$ cat src/pkg/phm_map.svh
// Purpose: Offsets, field codes, reset values and timing counts
// Assumes: 50 MHz system clock
// Notes:   Definitions only
`ifndef PHM_MAP_SVH
`define PHM_MAP_SVH

// ----------------------------------------------------------------
// Clock and soft-start timing
// ----------------------------------------------------------------
`define PHM_CLK_PERIOD_NS   20
`define PHM_SS_TIME_US      400
`define PHM_SS_CYCLES       ((`PHM_SS_TIME_US * 1000) / `PHM_CLK_PERIOD_NS)
`define PHM_SS_STEPS        64
`define PHM_SS_LVL_W        6

// ----------------------------------------------------------------
// Battery monitor, millivolts
// ----------------------------------------------------------------
`define PHM_BAT_BASE_MV     13'h09c4
`define PHM_BAT_STEP_MV     13'h0064
`define PHM_BAT_HYST_MV     13'h00c8
`define PHM_BAT_CODE_RST    4'h0

// ----------------------------------------------------------------
// Thermal levels, degrees C
// ----------------------------------------------------------------
`define PHM_TEMP_WARN_C     8'h78
`define PHM_TEMP_SHDN_C     8'ha0
`define PHM_TEMP_HYST_C     8'h14

// ----------------------------------------------------------------
// Configuration field selects
// ----------------------------------------------------------------
`define PHM_DEV_ADDR        7'h5a
`define PHM_SEL_BAT_CODE    4'h0
`define PHM_SEL_BAT_MASK    4'h1
`define PHM_SEL_TMP_MASK    4'h2
`define PHM_SEL_BUCK_EN     4'h3
`define PHM_SEL_BANK_A      2'h1
`define PHM_SEL_BANK_B      2'h2

`endif

$ cat src/pkg/phm_pkg.sv
// Purpose: Shared types of the housekeeping monitor
// Assumes: Constants live in phm_map.svh
// Notes:   Types only
package phm_pkg;

  typedef logic [5:0] phm_vcode_t;

  typedef enum logic [2:0] {
    PHM_SS_OFF  = 3'b001,
    PHM_SS_RAMP = 3'b010,
    PHM_SS_ON   = 3'b100
  } phm_ss_state_e;

endpackage

$ cat src/pkg/phm_ss_if.sv
// Purpose: Carrier between the monitor core and one soft-start unit
// Assumes: Single clock domain
// Notes:   One instance per step-down regulator
`timescale 1ns/10ps
interface phm_ss_if;
  logic       enable;
  logic       fault;
  logic       ramp_active;
  logic [5:0] ramp_level;

  modport core (
    output enable,
    output fault,
    input  ramp_active,
    input  ramp_level
  );

  modport unit (
    input  enable,
    input  fault,
    output ramp_active,
    output ramp_level
  );
endinterface

$ cat src/logic/phm_softstart.sv
// Purpose: Soft-start ramp sequencer for one step-down regulator
// Assumes: step_en_i pulses once per ramp step
// Notes:   Ramp restarts after every enable and every fault recovery
`timescale 1ns/10ps
`include "phm_map.svh"
module phm_softstart
  import phm_pkg::*;
(
  input  wire logic sys_clk_i, // System clock
  input  wire logic resetn_i,  // Async reset, active low
  input  wire logic step_en_i, // Ramp step enable pulse
  phm_ss_if.unit    ss         // Link to core
);

  phm_ss_state_e                   state_q;
  phm_ss_state_e                   state_d;
  logic [`PHM_SS_LVL_W-1:0]        level_q;
  logic [`PHM_SS_LVL_W-1:0]        level_d;

  // ----------------------------------------------------------------
  // Next state
  // ----------------------------------------------------------------
  always_comb begin
    state_d = state_q;
    level_d = level_q;
    unique case (state_q)
      PHM_SS_OFF: begin
        level_d = '0;
        if (ss.enable && !ss.fault) begin
          state_d = PHM_SS_RAMP;
        end
      end
      PHM_SS_RAMP: begin
        if (!ss.enable || ss.fault) begin
          state_d = PHM_SS_OFF;
        end else if (step_en_i) begin
          if (level_q == {`PHM_SS_LVL_W{1'b1}}) begin
            state_d = PHM_SS_ON;
          end else begin
            level_d = level_q + 1'b1;
          end
        end
      end
      PHM_SS_ON: begin
        // Fault drops to off so recovery ramps again
        if (!ss.enable || ss.fault) begin
          state_d = PHM_SS_OFF;
        end
      end
    endcase
  end

  always_ff @(posedge sys_clk_i or negedge resetn_i) begin
    if (!resetn_i) begin
      state_q <= PHM_SS_OFF;
      level_q <= '0;
    end else begin
      state_q <= state_d;
      level_q <= level_d;
    end
  end

  assign ss.ramp_active = (state_q == PHM_SS_RAMP);
  assign ss.ramp_level  = level_q;

endmodule

$ cat src/logic/phm_top.sv
// Purpose: Battery monitor, thermal protection and buck control core
// Assumes: Battery and die temperature come from ADCs on sys_clk_i;
//          bank select and fault pins are asynchronous
// Notes:   Configuration arrives as decoded single-byte writes
`timescale 1ns/10ps
`include "phm_map.svh"

// Overview of operation
// Battery comparator off until threshold code written
// Threshold is 2.5 V plus 0.1 V per code
// Low flag clears 200 mV above falling threshold
// Battery low flag mirrors comparator output
// Low-battery interrupt only when unmasked, masked at reset
// Thermal warning at 120 C interrupts when unmasked
// Above 160 C all regulators off until 20 C cooler
// Soft-start ramp of 400 us on enable or recovery
// Bank select pin picks code bank for bucks 2-4
// Host writes the bank matching the select pin
// Bucks use factory default codes until rewritten
// Open-drain interrupt pulled low on unmasked condition
// Only slave address 1011010x with byte writes
// Masked sources ORed into single interrupt output
module phm_top
  import phm_pkg::*;
#(
  parameter int         SS_CYCLES  = `PHM_SS_CYCLES,
  parameter phm_vcode_t DEF_CODE_A = 6'h18,
  parameter phm_vcode_t DEF_CODE_B = 6'h18
) (
  input  wire logic             sys_clk_i,          // System clock
  input  wire logic             resetn_i,           // Async reset, low
  input  wire logic             cfg_wr_i,           // Write strobe
  input  wire logic [7:0]       cfg_addr_i,         // Slave address byte
  input  wire logic [3:0]       cfg_sel_i,          // Field select
  input  wire logic [7:0]       cfg_data_i,         // Write data
  input  wire logic             battery_sense_vld_i,// Battery sample valid
  input  wire logic [12:0]      battery_sense_input_i, // Battery, mV
  input  wire logic             die_temp_vld_i,     // Temp sample valid
  input  wire logic [7:0]       die_temp_i,         // Die temp, deg C
  input  wire logic             voltage_bank_select_i, // Bank pin
  input  wire logic [3:0]       buck_fault_i,       // Fault pins
  output logic                  battery_low_flag_o, // Battery low
  output logic                  thermal_warn_o,     // Temp warning
  output logic                  thermal_shutdown_o, // Shutdown active
  output logic [3:0]            buck_on_o,          // Regulator on
  output logic [3:0]            buck_ss_active_o,   // Ramp running
  output phm_vcode_t [3:0]      buck_vcode_o,       // Active codes
  output logic                  interrupt_out_n_o,  // Pin level, low
  output logic                  interrupt_oe_o      // Pin drive enable
);

  localparam int SS_STEP_CYC = SS_CYCLES / `PHM_SS_STEPS;

  // ----------------------------------------------------------------
  // Configuration state
  // ----------------------------------------------------------------
  logic [3:0]       bat_code_q;
  logic [3:0]       bat_code_d;
  logic             bat_mon_en_q;
  logic             bat_mon_en_d;
  logic             bat_unmask_q;
  logic             bat_unmask_d;
  logic             tmp_unmask_q;
  logic             tmp_unmask_d;
  logic [3:0]       buck_en_q;
  logic [3:0]       buck_en_d;
  phm_vcode_t [3:0] bank_a_q;
  phm_vcode_t [3:0] bank_a_d;
  phm_vcode_t [3:0] bank_b_q;
  phm_vcode_t [3:0] bank_b_d;
  logic             wr_ok;

  always_comb begin
    bat_code_d   = bat_code_q;
    bat_mon_en_d = bat_mon_en_q;
    bat_unmask_d = bat_unmask_q;
    tmp_unmask_d = tmp_unmask_q;
    buck_en_d    = buck_en_q;
    bank_a_d     = bank_a_q;
    bank_b_d     = bank_b_q;
    // Foreign addresses and read bytes never touch state
    wr_ok = cfg_wr_i && (cfg_addr_i[7:1] == `PHM_DEV_ADDR) &&
            !cfg_addr_i[0];
    if (wr_ok) begin
      if (cfg_sel_i == `PHM_SEL_BAT_CODE) begin
        bat_code_d   = cfg_data_i[3:0];
        bat_mon_en_d = 1'b1;
      end
      if (cfg_sel_i == `PHM_SEL_BAT_MASK) begin
        bat_unmask_d = cfg_data_i[0];
      end
      if (cfg_sel_i == `PHM_SEL_TMP_MASK) begin
        tmp_unmask_d = cfg_data_i[0];
      end
      if (cfg_sel_i == `PHM_SEL_BUCK_EN) begin
        buck_en_d = cfg_data_i[3:0];
      end
      if (cfg_sel_i[3:2] == `PHM_SEL_BANK_A) begin
        bank_a_d[cfg_sel_i[1:0]] = cfg_data_i[5:0];
      end
      // Buck one has no second bank
      if (cfg_sel_i[3:2] == `PHM_SEL_BANK_B &&
          cfg_sel_i[1:0] != 2'h0) begin
        bank_b_d[cfg_sel_i[1:0]] = cfg_data_i[5:0];
      end
    end
  end

  always_ff @(posedge sys_clk_i or negedge resetn_i) begin
    if (!resetn_i) begin
      bat_code_q   <= `PHM_BAT_CODE_RST;
      bat_mon_en_q <= 1'b0;
      bat_unmask_q <= 1'b0;
      tmp_unmask_q <= 1'b0;
      buck_en_q    <= 4'h0;
      bank_a_q     <= {4{DEF_CODE_A}};
      bank_b_q     <= {4{DEF_CODE_B}};
    end else begin
      bat_code_q   <= bat_code_d;
      bat_mon_en_q <= bat_mon_en_d;
      bat_unmask_q <= bat_unmask_d;
      tmp_unmask_q <= tmp_unmask_d;
      buck_en_q    <= buck_en_d;
      bank_a_q     <= bank_a_d;
      bank_b_q     <= bank_b_d;
    end
  end

  // ----------------------------------------------------------------
  // Pin synchronisers
  // ----------------------------------------------------------------
  // Bit 4 is the bank select pin, bits 3:0 the fault pins
  logic [4:0] pin_s1_q;
  logic [4:0] pin_s2_q;
  logic [4:0] pin_s3_q;
  logic [4:0] pin_q;
  logic [4:0] pin_d;

  always_comb begin
    pin_d = pin_q;
    for (int i = 0; i < 5; i++) begin
      if (pin_s2_q[i] == pin_s3_q[i]) begin
        pin_d[i] = pin_s3_q[i];
      end
    end
  end

  always_ff @(posedge sys_clk_i or negedge resetn_i) begin
    if (!resetn_i) begin
      pin_s1_q <= 5'h00;
      pin_s2_q <= 5'h00;
      pin_s3_q <= 5'h00;
      pin_q    <= 5'h00;
    end else begin
      pin_s1_q <= {voltage_bank_select_i, buck_fault_i};
      pin_s2_q <= pin_s1_q;
      pin_s3_q <= pin_s2_q;
      pin_q    <= pin_d;
    end
  end

  // ----------------------------------------------------------------
  // Battery comparator
  // ----------------------------------------------------------------
  logic [12:0] bat_fall_mv;
  logic [12:0] bat_rise_mv;
  logic        bat_low_q;
  logic        bat_low_d;

  always_comb begin
    bat_fall_mv = `PHM_BAT_BASE_MV +
                  13'(`PHM_BAT_STEP_MV * {9'h000, bat_code_q});
    bat_rise_mv = bat_fall_mv + `PHM_BAT_HYST_MV;
    bat_low_d   = bat_low_q;
    if (!bat_mon_en_q) begin
      bat_low_d = 1'b0;
    end else if (battery_sense_vld_i) begin
      if (battery_sense_input_i < bat_fall_mv) begin
        bat_low_d = 1'b1;
      end else if (battery_sense_input_i >= bat_rise_mv) begin
        bat_low_d = 1'b0;
      end
    end
  end

  always_ff @(posedge sys_clk_i or negedge resetn_i) begin
    if (!resetn_i) begin
      bat_low_q <= 1'b0;
    end else begin
      bat_low_q <= bat_low_d;
    end
  end

  // ----------------------------------------------------------------
  // Thermal warning and shutdown
  // ----------------------------------------------------------------
  logic warn_q;
  logic warn_d;
  logic tsd_q;
  logic tsd_d;

  always_comb begin
    warn_d = warn_q;
    tsd_d  = tsd_q;
    if (die_temp_vld_i) begin
      warn_d = (die_temp_i >= `PHM_TEMP_WARN_C);
      if (die_temp_i > `PHM_TEMP_SHDN_C) begin
        tsd_d = 1'b1;
      end else if (die_temp_i <=
                   (`PHM_TEMP_SHDN_C - `PHM_TEMP_HYST_C)) begin
        tsd_d = 1'b0;
      end
    end
  end

  always_ff @(posedge sys_clk_i or negedge resetn_i) begin
    if (!resetn_i) begin
      warn_q <= 1'b0;
      tsd_q  <= 1'b0;
    end else begin
      warn_q <= warn_d;
      tsd_q  <= tsd_d;
    end
  end

  // ----------------------------------------------------------------
  // Soft-start step divider and regulator units
  // ----------------------------------------------------------------
  logic [15:0] step_cnt_q;
  logic [15:0] step_cnt_d;
  logic        step_en;

  always_comb begin
    step_en    = (step_cnt_q == 16'(SS_STEP_CYC - 1));
    step_cnt_d = step_en ? 16'h0000 : step_cnt_q + 16'h0001;
  end

  always_ff @(posedge sys_clk_i or negedge resetn_i) begin
    if (!resetn_i) begin
      step_cnt_q <= 16'h0000;
    end else begin
      step_cnt_q <= step_cnt_d;
    end
  end

  logic [3:0] ss_active;

  for (genvar g = 0; g < 4; g++) begin : g_buck
    phm_ss_if ss_link ();
    // Shutdown forces every regulator off
    assign ss_link.enable = buck_en_q[g] && !tsd_q;
    assign ss_link.fault  = pin_q[g];
    assign ss_active[g]   = ss_link.ramp_active;
    phm_softstart phm_softstart_inst (
      .sys_clk_i (sys_clk_i),
      .resetn_i  (resetn_i),
      .step_en_i (step_en),
      .ss        (ss_link)
    );
  end

  // ----------------------------------------------------------------
  // Voltage code selection
  // ----------------------------------------------------------------
  phm_vcode_t [3:0] vcode_d;

  always_comb begin
    vcode_d[0] = bank_a_q[0];
    for (int i = 1; i < 4; i++) begin
      vcode_d[i] = pin_q[4] ? bank_b_q[i] : bank_a_q[i];
    end
  end

  // ----------------------------------------------------------------
  // Interrupt and status outputs
  // ----------------------------------------------------------------
  logic irq_d;

  always_comb begin
    irq_d = (bat_low_q && bat_unmask_q) ||
            (warn_q && tmp_unmask_q);
  end

  always_ff @(posedge sys_clk_i or negedge resetn_i) begin
    if (!resetn_i) begin
      battery_low_flag_o <= 1'b0;
      thermal_warn_o     <= 1'b0;
      thermal_shutdown_o <= 1'b0;
      buck_on_o          <= 4'h0;
      buck_ss_active_o   <= 4'h0;
      buck_vcode_o       <= {4{DEF_CODE_A}};
      interrupt_out_n_o  <= 1'b0;
      interrupt_oe_o     <= 1'b0;
    end else begin
      battery_low_flag_o <= bat_low_q;
      thermal_warn_o     <= warn_q;
      thermal_shutdown_o <= tsd_q;
      buck_on_o          <= buck_en_q & {4{!tsd_q}};
      buck_ss_active_o   <= ss_active;
      buck_vcode_o       <= vcode_d;
      // Open drain: only ever pulls low
      interrupt_out_n_o  <= 1'b0;
      interrupt_oe_o     <= irq_d;
    end
  end

endmodule

$ cat config.mk
export PLATFORM = sky130hd
export DESIGN_NAME = phm_top
export DESIGN_NICKNAME = d
export VERILOG_FILES = /design/src/pkg/phm_pkg.sv /design/src/pkg/phm_ss_if.sv /design/src/logic/phm_softstart.sv /design/src/logic/phm_top.sv
export VERILOG_INCLUDE_DIRS = /design/src /design/src/pkg
export SDC_FILE = /design/constraint.sdc
export NUM_CORES = 1
export LEC_CHECK = 0
export BUFFER_PORTS_ARGS = -buffer_cell sky130_fd_sc_hd__buf_2
export CORE_AREA = 2 2 141 143
export CTS_BUF_LIST = sky130_fd_sc_hd__clkbuf_4
export DETAILED_ROUTE_END_ITERATION = 10
export DIE_AREA = 0 0 143 145
export GPL_TIMING_DRIVEN = 0
export PLACE_DENSITY = 0.59
export SLEW_MARGIN = 25
export SYNTH_ARGS = -nofsm -noshare
export SYNTH_HDL_FRONTEND = slang
export SYNTH_SLANG_ARGS = --single-unit
$ cat constraint.sdc
create_clock -name sys_clk_i -period 10 [get_ports sys_clk_i]
set_clock_uncertainty 0.1 [all_clocks]
set_input_delay 1 -clock sys_clk_i [delete_from_list [all_inputs] [get_ports sys_clk_i]]
set_output_delay 1 -clock sys_clk_i [all_outputs]
set_load 0.005 [all_outputs]
==> impl_metrics.yaml, run 1 <==
layout:
  fill_cells: 1818
  final_util_pct: 44.9
  multi_input_area_um2: 3280
  syn_to_final_growth_pct: 14.3
  seqCellArea_um2: 4140
  drive_gt1_share_pct: 30.0
  nets: 818
clock_network:
  ctsHtreeMaxLevel: 4
  tritoncts: "built"
  clk_pin_slew_worst_paths_ns: 0.14
  cts_root_buffer: "clkbuf_4"
  clock-sinks: 164
  cts_setup_buffers: 0
  cts_hold_buf: 0
  numCtsBuffers: 17
  insertion_delay_ns: 0.57
  cts_resized: 0
  cts.path.max_buffers: 2
sta:
  rsz0062_at_grt: "no"
  period_minus_slack_ns: 4.01
  finalSetupViolations: 0
  fin_crit_sh_pct: 40.1
  tightest_slew_ns: 0.853
  drv_slew: 0
  relSlewSlack_pct: 43.0
  setup_tns_ns: 0
  clock.fmax_mhz: 249
  setup_ws_ns: 5.99
  hold_violations: 0
yosys:
  ys_seq_area_share_pct: 54.8
  yosysMostFrequentCell: "dfrtp_1"
  synth-main-ff-cell: "dfrtp_1"
  synth_warnings: 0
  ys_top_cells_by_count: "dfrtp_1, mux2_2, nor2_1"
  synth_top_cell_area_share_pct: 45.8
  synthArstFlopShare_pct: 100
  syn-cell-area_um2: 7540
  synth.avg_cell_area_um2: 12.1
  synth_cell_types: 60
  synth-edff-count: 0
  synthCells: 626
  syn-num-nets: 714
  synthTopCellsByArea: "dfrtp_1, mux2_2, dfstp_2, ha_1, xnor2_1"
  synth_top_cell_by_area: "dfrtp_1"
  ys_seq_elements: 164
placed_design:
  io_buffers: 84
  pre_cts_ws_ns: 6.03
  place.gp.congestion: 0.809
  dpl.hpwl_mm: 10.9
worst_setup_path:
  crit_top_cell: "ha_1"
  startpoint: "bat_code_q[0]$_DFFE_PN0P_"
  arrival_ns: 4.39
  worst_path_max_delay_cell: "dfrtp_1"
  path_class: "register to register"
  rr_startpoint: "bat_code_q[0]$_DFFE_PN0P_"
  worst_path_largest_cell_delay_ns: 0.49
  required_ns: 10.37
  path_max_fanout: 8
  end_kind: "register"
  startpoint_type: "register"
  r2r_slack_ns: 5.99
  r2r.worst_path.cells: 14
  endpoint: "bat_low_q$_DFFE_PN0P_"
  crit_chain: "ha_1 > ha_1 > fa_1 > a311oi_1 > xor2_1 > a31o_2 > maj3_1 > nor2_1 > ha_1 > a21oi_1 > o2111ai_1 > a221oi_1 > a32oi_1 > o41ai_1"
  rr_endpoint: "bat_low_q$_DFFE_PN0P_"
power:
  power.density_nw_per_um2: 150
  vdd_drop_max_uv: 86.9
  p_leak_nw: 4.09
route:
  routed_wl_mm: 15.3
  wire_per_inst_um: 15.1
  dr.pass1.iters: 4
  drtAntennaViolNets: 0
  vias: 5046
  drcViolationCount: 0
  drt_iter0_markers: 224
  vias_per_cell: 5.00
floorplanning:
  coreArea_um2: 19200
  die_w_um: 143
  start_util_pct: 39.3
  core.rowCount: 51
  ios: 88
  die_h_um: 145
  die_area_um2: 20700
global_routing:
  grt_usage_pct: 15.6
  grt_pass1_vias: 5356
  grt_max_degree: 94
  antenna_found_initial: 1
  grt-ovfl-total: 0
  grt_pass1_wl_mm: 25.7
min_path:
  hold_path_class: "register to register"
run:
  max_cap_violations: 0
status:
  status: "finished, final reports clean"
-- worst max-delay path, delay by kind of cell, from the launching register on --
family / cells / cell delay (ns)
xor+xnor: 1 / 0.18
flops: 1 / 0.49
fa+ha+maj: 5 / 1.76
compound gates: 7 / 1.23
simple gates: 1 / 0.14
-- stage by stage --
stage / total power, mW / hold WS (ns) / area, µm² / std cells
2_1_floorplan: 0.841 / 0.231 / 7540 / 626
3_3_place_gp: 0.898 / 0.236 / 8300 / 975
3_5_place_dp: 0.911 / 0.236 / 8330 / 976
4_1_cts: 1.31 / 0.271 / 8620 / 1008
5_1_grt: 1.37 / 0.278 / 8630 / 1009
6_report: 1.29 / 0.268 / 8630 / 1009
-- placed cells by master, fill, tap and decap left out, types with 5 or more instances in the layout --
cell      instances
inv_6             5
dfstp_2          26
nand3_1          22
and3_1            7
buf_2            84
dfrtp_1         138
a31oi_1           5
nor3b_1           8
inv_1            21
o211ai_1          5
xnor2_1          27
nor3_1           10
nand2_1          27
nor2b_1           8
nand2b_1         16
clkbuf_1          7
nor2_1           52
mux2_2           70
nand4_1           9
xor2_1           15
maj3_1            6
a21oi_1          20
clkbuf_4         18
nand3b_1          9
ha_1             36
o21ai_0          16
nor4_1            7
-- sequential cells by signal, indices dropped and copies added, names as in the netlist, 4 cells and up --
signal	flops
bank_a_q	24
bank_b_q	18
bat_code_q	4
buck_en_q	4
buck_on_o	4
buck_ss_active_o	4
buck_vcode_o	24
g_buck.phm_softstart_inst.ss.ramp_level	24
g_buck.phm_softstart_inst.state_q	12
pin_q	5
pin_s1_q	5
pin_s2_q	5
pin_s3_q	5
step_cnt_q	16
-- worst min path at each step --
| stage | start | end | slack (ns) | depth (start not counted) |
|---|---|---|---|---|
| 2_1_floorplan | pin_s1_q[0]$_DFF_PN0_ | pin_s2_q[0]$_DFF_PN0_ | 0.23 | 0 |
| 3_3_place_gp | pin_s1_q[4]$_DFF_PN0_ | pin_s2_q[4]$_DFF_PN0_ | 0.24 | 0 |
| 3_5_place_dp | pin_s1_q[4]$_DFF_PN0_ | pin_s2_q[4]$_DFF_PN0_ | 0.24 | 0 |
| 4_1_cts | pin_s1_q[4]$_DFF_PN0_ | pin_s2_q[4]$_DFF_PN0_ | 0.27 | 0 |
| 5_1_grt | pin_s1_q[3]$_DFF_PN0_ | pin_s2_q[3]$_DFF_PN0_ | 0.28 | 0 |
| 6_report | pin_s1_q[3]$_DFF_PN0_ | pin_s2_q[3]$_DFF_PN0_ | 0.27 | 0 |
-- logic make-up (layout without fill, tap and decap cells) --
group,count (synthesis),in the layout,synth area share [%]
AND/OR/NAND/NOR,198,198,14.3
multiplexers,72,72,10.7
buffers and inverters,31,148,1.71
XOR/XNOR,42,42,4.88
other,1,2,0.0497
adder cells (fa/ha/maj),43,43,7.03
flip-flops,164,164,54.8
AO/OA/AOI/OAI,75,75,6.49
-- metal layers --
metal  global-route usage (%)  wire length (µm)  vias to the layer above
met1                     20.1              6990                     2492
met3                     4.29               631                       19
met4                     5.05               191                        0
met2                     25.5              7470                       92
li1                         -                 -                     2443
met5                        0                 0                        -
-- power by group --
part           total, mW  leakage [nW]  switching [mW]  internal [mW]
registers          0.729          2.11          0.0263          0.703
logic              0.168          1.82          0.0940         0.0741
clock network      0.396         0.160           0.257          0.139
total               1.29          4.09           0.378          0.916
-- cell type report --
type	count	share of cell area, %
sequential	164	48.0
clock buffer	18	1.57
multi-input combinational	431	38.0
inverter	21	0.914
timing repair buffer	85	5.31
tap	265	3.84
antenna	1	0.0290
buffer	10	0.580
clock inverter	14	1.80
Note: power is estimated with default switching activity, not from simulation.
==> run 2: changes to the inputs <==
- clock period: 10 -> 4 ns (I/O delays scaled with it)
==> run 2 against run 1 <==
Compared with the run above:
- hold slack worse by 0.19 ns
- cell count is 1.3% higher
- via count is 1.1% higher
- routed wire length is 0.62% higher
- maximum frequency is 4.0% higher
- total power grew to 2.5 times the previous value
- critical path type unchanged
==> impl_metrics.yaml, run 2 (synthesis results as in run 1) <==
layout:
  stdcell_area_um2: 8780
  final_util_pct: 45.7
  fill_cells: 1803
  drive_gt1_share_pct: 29.9
  syn_to_final_growth_pct: 16.3
  final_cell_mix: "dfrtp_1, buf_2, mux2_2"
  nets: 831
  layout_commonest_cell: "dfrtp_1"
route:
  dr.pass1.iters: 4
  vias: 5103
  wire_per_inst_um: 15.0
  drtAntennaViolNets: 0
  drt_iter0_markers: 206
  drcViolationCount: 0
  routed_wl_mm: 15.4
  vias_per_cell: 4.99
sta:
  setup_ws_ns: 0.140
  fin_crit_sh_pct: 96.5
  drv_slew: 0
  relSlewSlack_pct: 42.7
  hold_violations: 0
  clock.fmax_mhz: 259
  hold_slack_ns: 0.0731
  tightest_slew_ns: 0.858
  period_minus_slack_ns: 3.86
  finalSetupViolations: 0
  setup_tns_ns: 0
global_routing:
  antenna_found_initial: 1
  grt_pass1_vias: 5410
  grt-ovfl-total: 0
  grt_usage_pct: 15.7
  grt_pass1_wl_mm: 25.8
  grt_max_degree: 94
worst_setup_path:
  arrival_ns: 4.24
  path_max_fanout: 8
  end_kind: "register"
  startpoint_type: "register"
  required_ns: 4.38
  path_class: "register to register"
clock_network:
  cts.path.max_buffers: 2
  numCtsBuffers: 17
  insertion_delay_ns: 0.58
  clk_pin_slew_worst_paths_ns: 0.15
  cts_root_buffer: "clkbuf_4"
  ctsHtreeMaxLevel: 4
  tritoncts: "built"
  clock-sinks: 164
floorplanning:
  start_util_pct: 39.3
  die_h_um: 145
  coreArea_um2: 19200
  die_w_um: 143
  ios: 88
  die_area_um2: 20700
  core.rowCount: 51
power:
  p_leak_nw: 4.14
  power.density_nw_per_um2: 370
  vdd_drop_max_uv: 218
placed_design:
  dpl_cell_area_um2: 8330
  dpl.hpwl_mm: 10.9
  place.gp.congestion: 0.809
  pre_cts_ws_ns: 0.0344
  io_buffers: 84
min_path:
  hold_path_class: "primary input to register"
status:
  status: "finished, final reports clean"
run:
  max_cap_violations: 0
run 2: layout make-up:
cell class,count,area (µm²),area share (%)
Clock buffer,18,135,1.54
Inverter,21,78.8,0.898
Timing Repair Buffer,98,588,6.70
Buffer,10,50.0,0.570
Antenna cell,1,2.50,0.0285
Clock inverter,14,155,1.77
Multi-Input combinational cell,431,3300,37.6
Tap cell,265,332,3.78
Sequential cell,164,4140,47.1
run 2: worst paths after layout:
check | from | to | slack [ns] | depth (start not counted)
min in group asynchronous | resetn_i | pin_s2_q[1]$_DFF_PN0_ | 0.32 | 2
worst max register to register | bat_code_q[0]$_DFFE_PN0P_ | bat_low_q$_DFFE_PN0P_ | 0.14 | 14
worst max-delay path | bat_code_q[0]$_DFFE_PN0P_ | bat_low_q$_DFFE_PN0P_ | 0.14 | 14
worst min register to register | pin_s1_q[3]$_DFF_PN0_ | pin_s2_q[3]$_DFF_PN0_ | 0.27 | 0
max in group asynchronous | resetn_i | bank_a_q[3]$_DFFE_PN1P_ | 2.65 | 3
worst min-delay path | battery_sense_input_i[12] | bat_low_q$_DFFE_PN0P_ | 0.07 | 3
run 2: worst max-delay path, cell delays in order, from the launching register on:
cell and delay, ns:
dfrtp_2 0.51, ha_4 0.29, ha_1 0.23, fa_1 0.51, a311oi_2 0.25, xor2_1 0.17
a31o_2 0.27, maj3_1 0.35, nor2_1 0.14, ha_1 0.26, a21oi_1 0.16, o2111ai_1 0.12
a221oi_1 0.25, a32oi_1 0.09, o41ai_1 0.07
run 2: per-layer routing:
layer,part of all wire (%),up-vias,GRT usage (%)
met1,46,2523,20.2
met2,49,91,25.6
met4,1.3,0,5.05
met3,4.1,22,4.29
met5,0,-,0
li1,-,2467,-
run 2: power by group:
group / leakage [nW] / internal (mW) / switching (mW)
registers: 2.11 / 1.76 / 0.0656
clock network: 0.160 / 0.347 / 0.645
logic: 1.87 / 0.194 / 0.237
total: 4.14 / 2.30 / 0.947
run 2: repair_timing:
item	in CTS	in global routing
setup buffers	0	0
hold buffers	13	0
endpoints found under the setup margin	1	1
endpoints found under the hold margin	93	0
resized for setup	1	2
run 2: stage by stage:
| step | power [mW] | instances |
|---|---|---|
| after floorplan | 2.10 | 626 |
| after detailed placement | 2.28 | 976 |
| final | 3.25 | 1022 |
| after global routing | 3.43 | 1022 |
| after CTS | 3.29 | 1021 |
| after global placement | 2.24 | 975 |
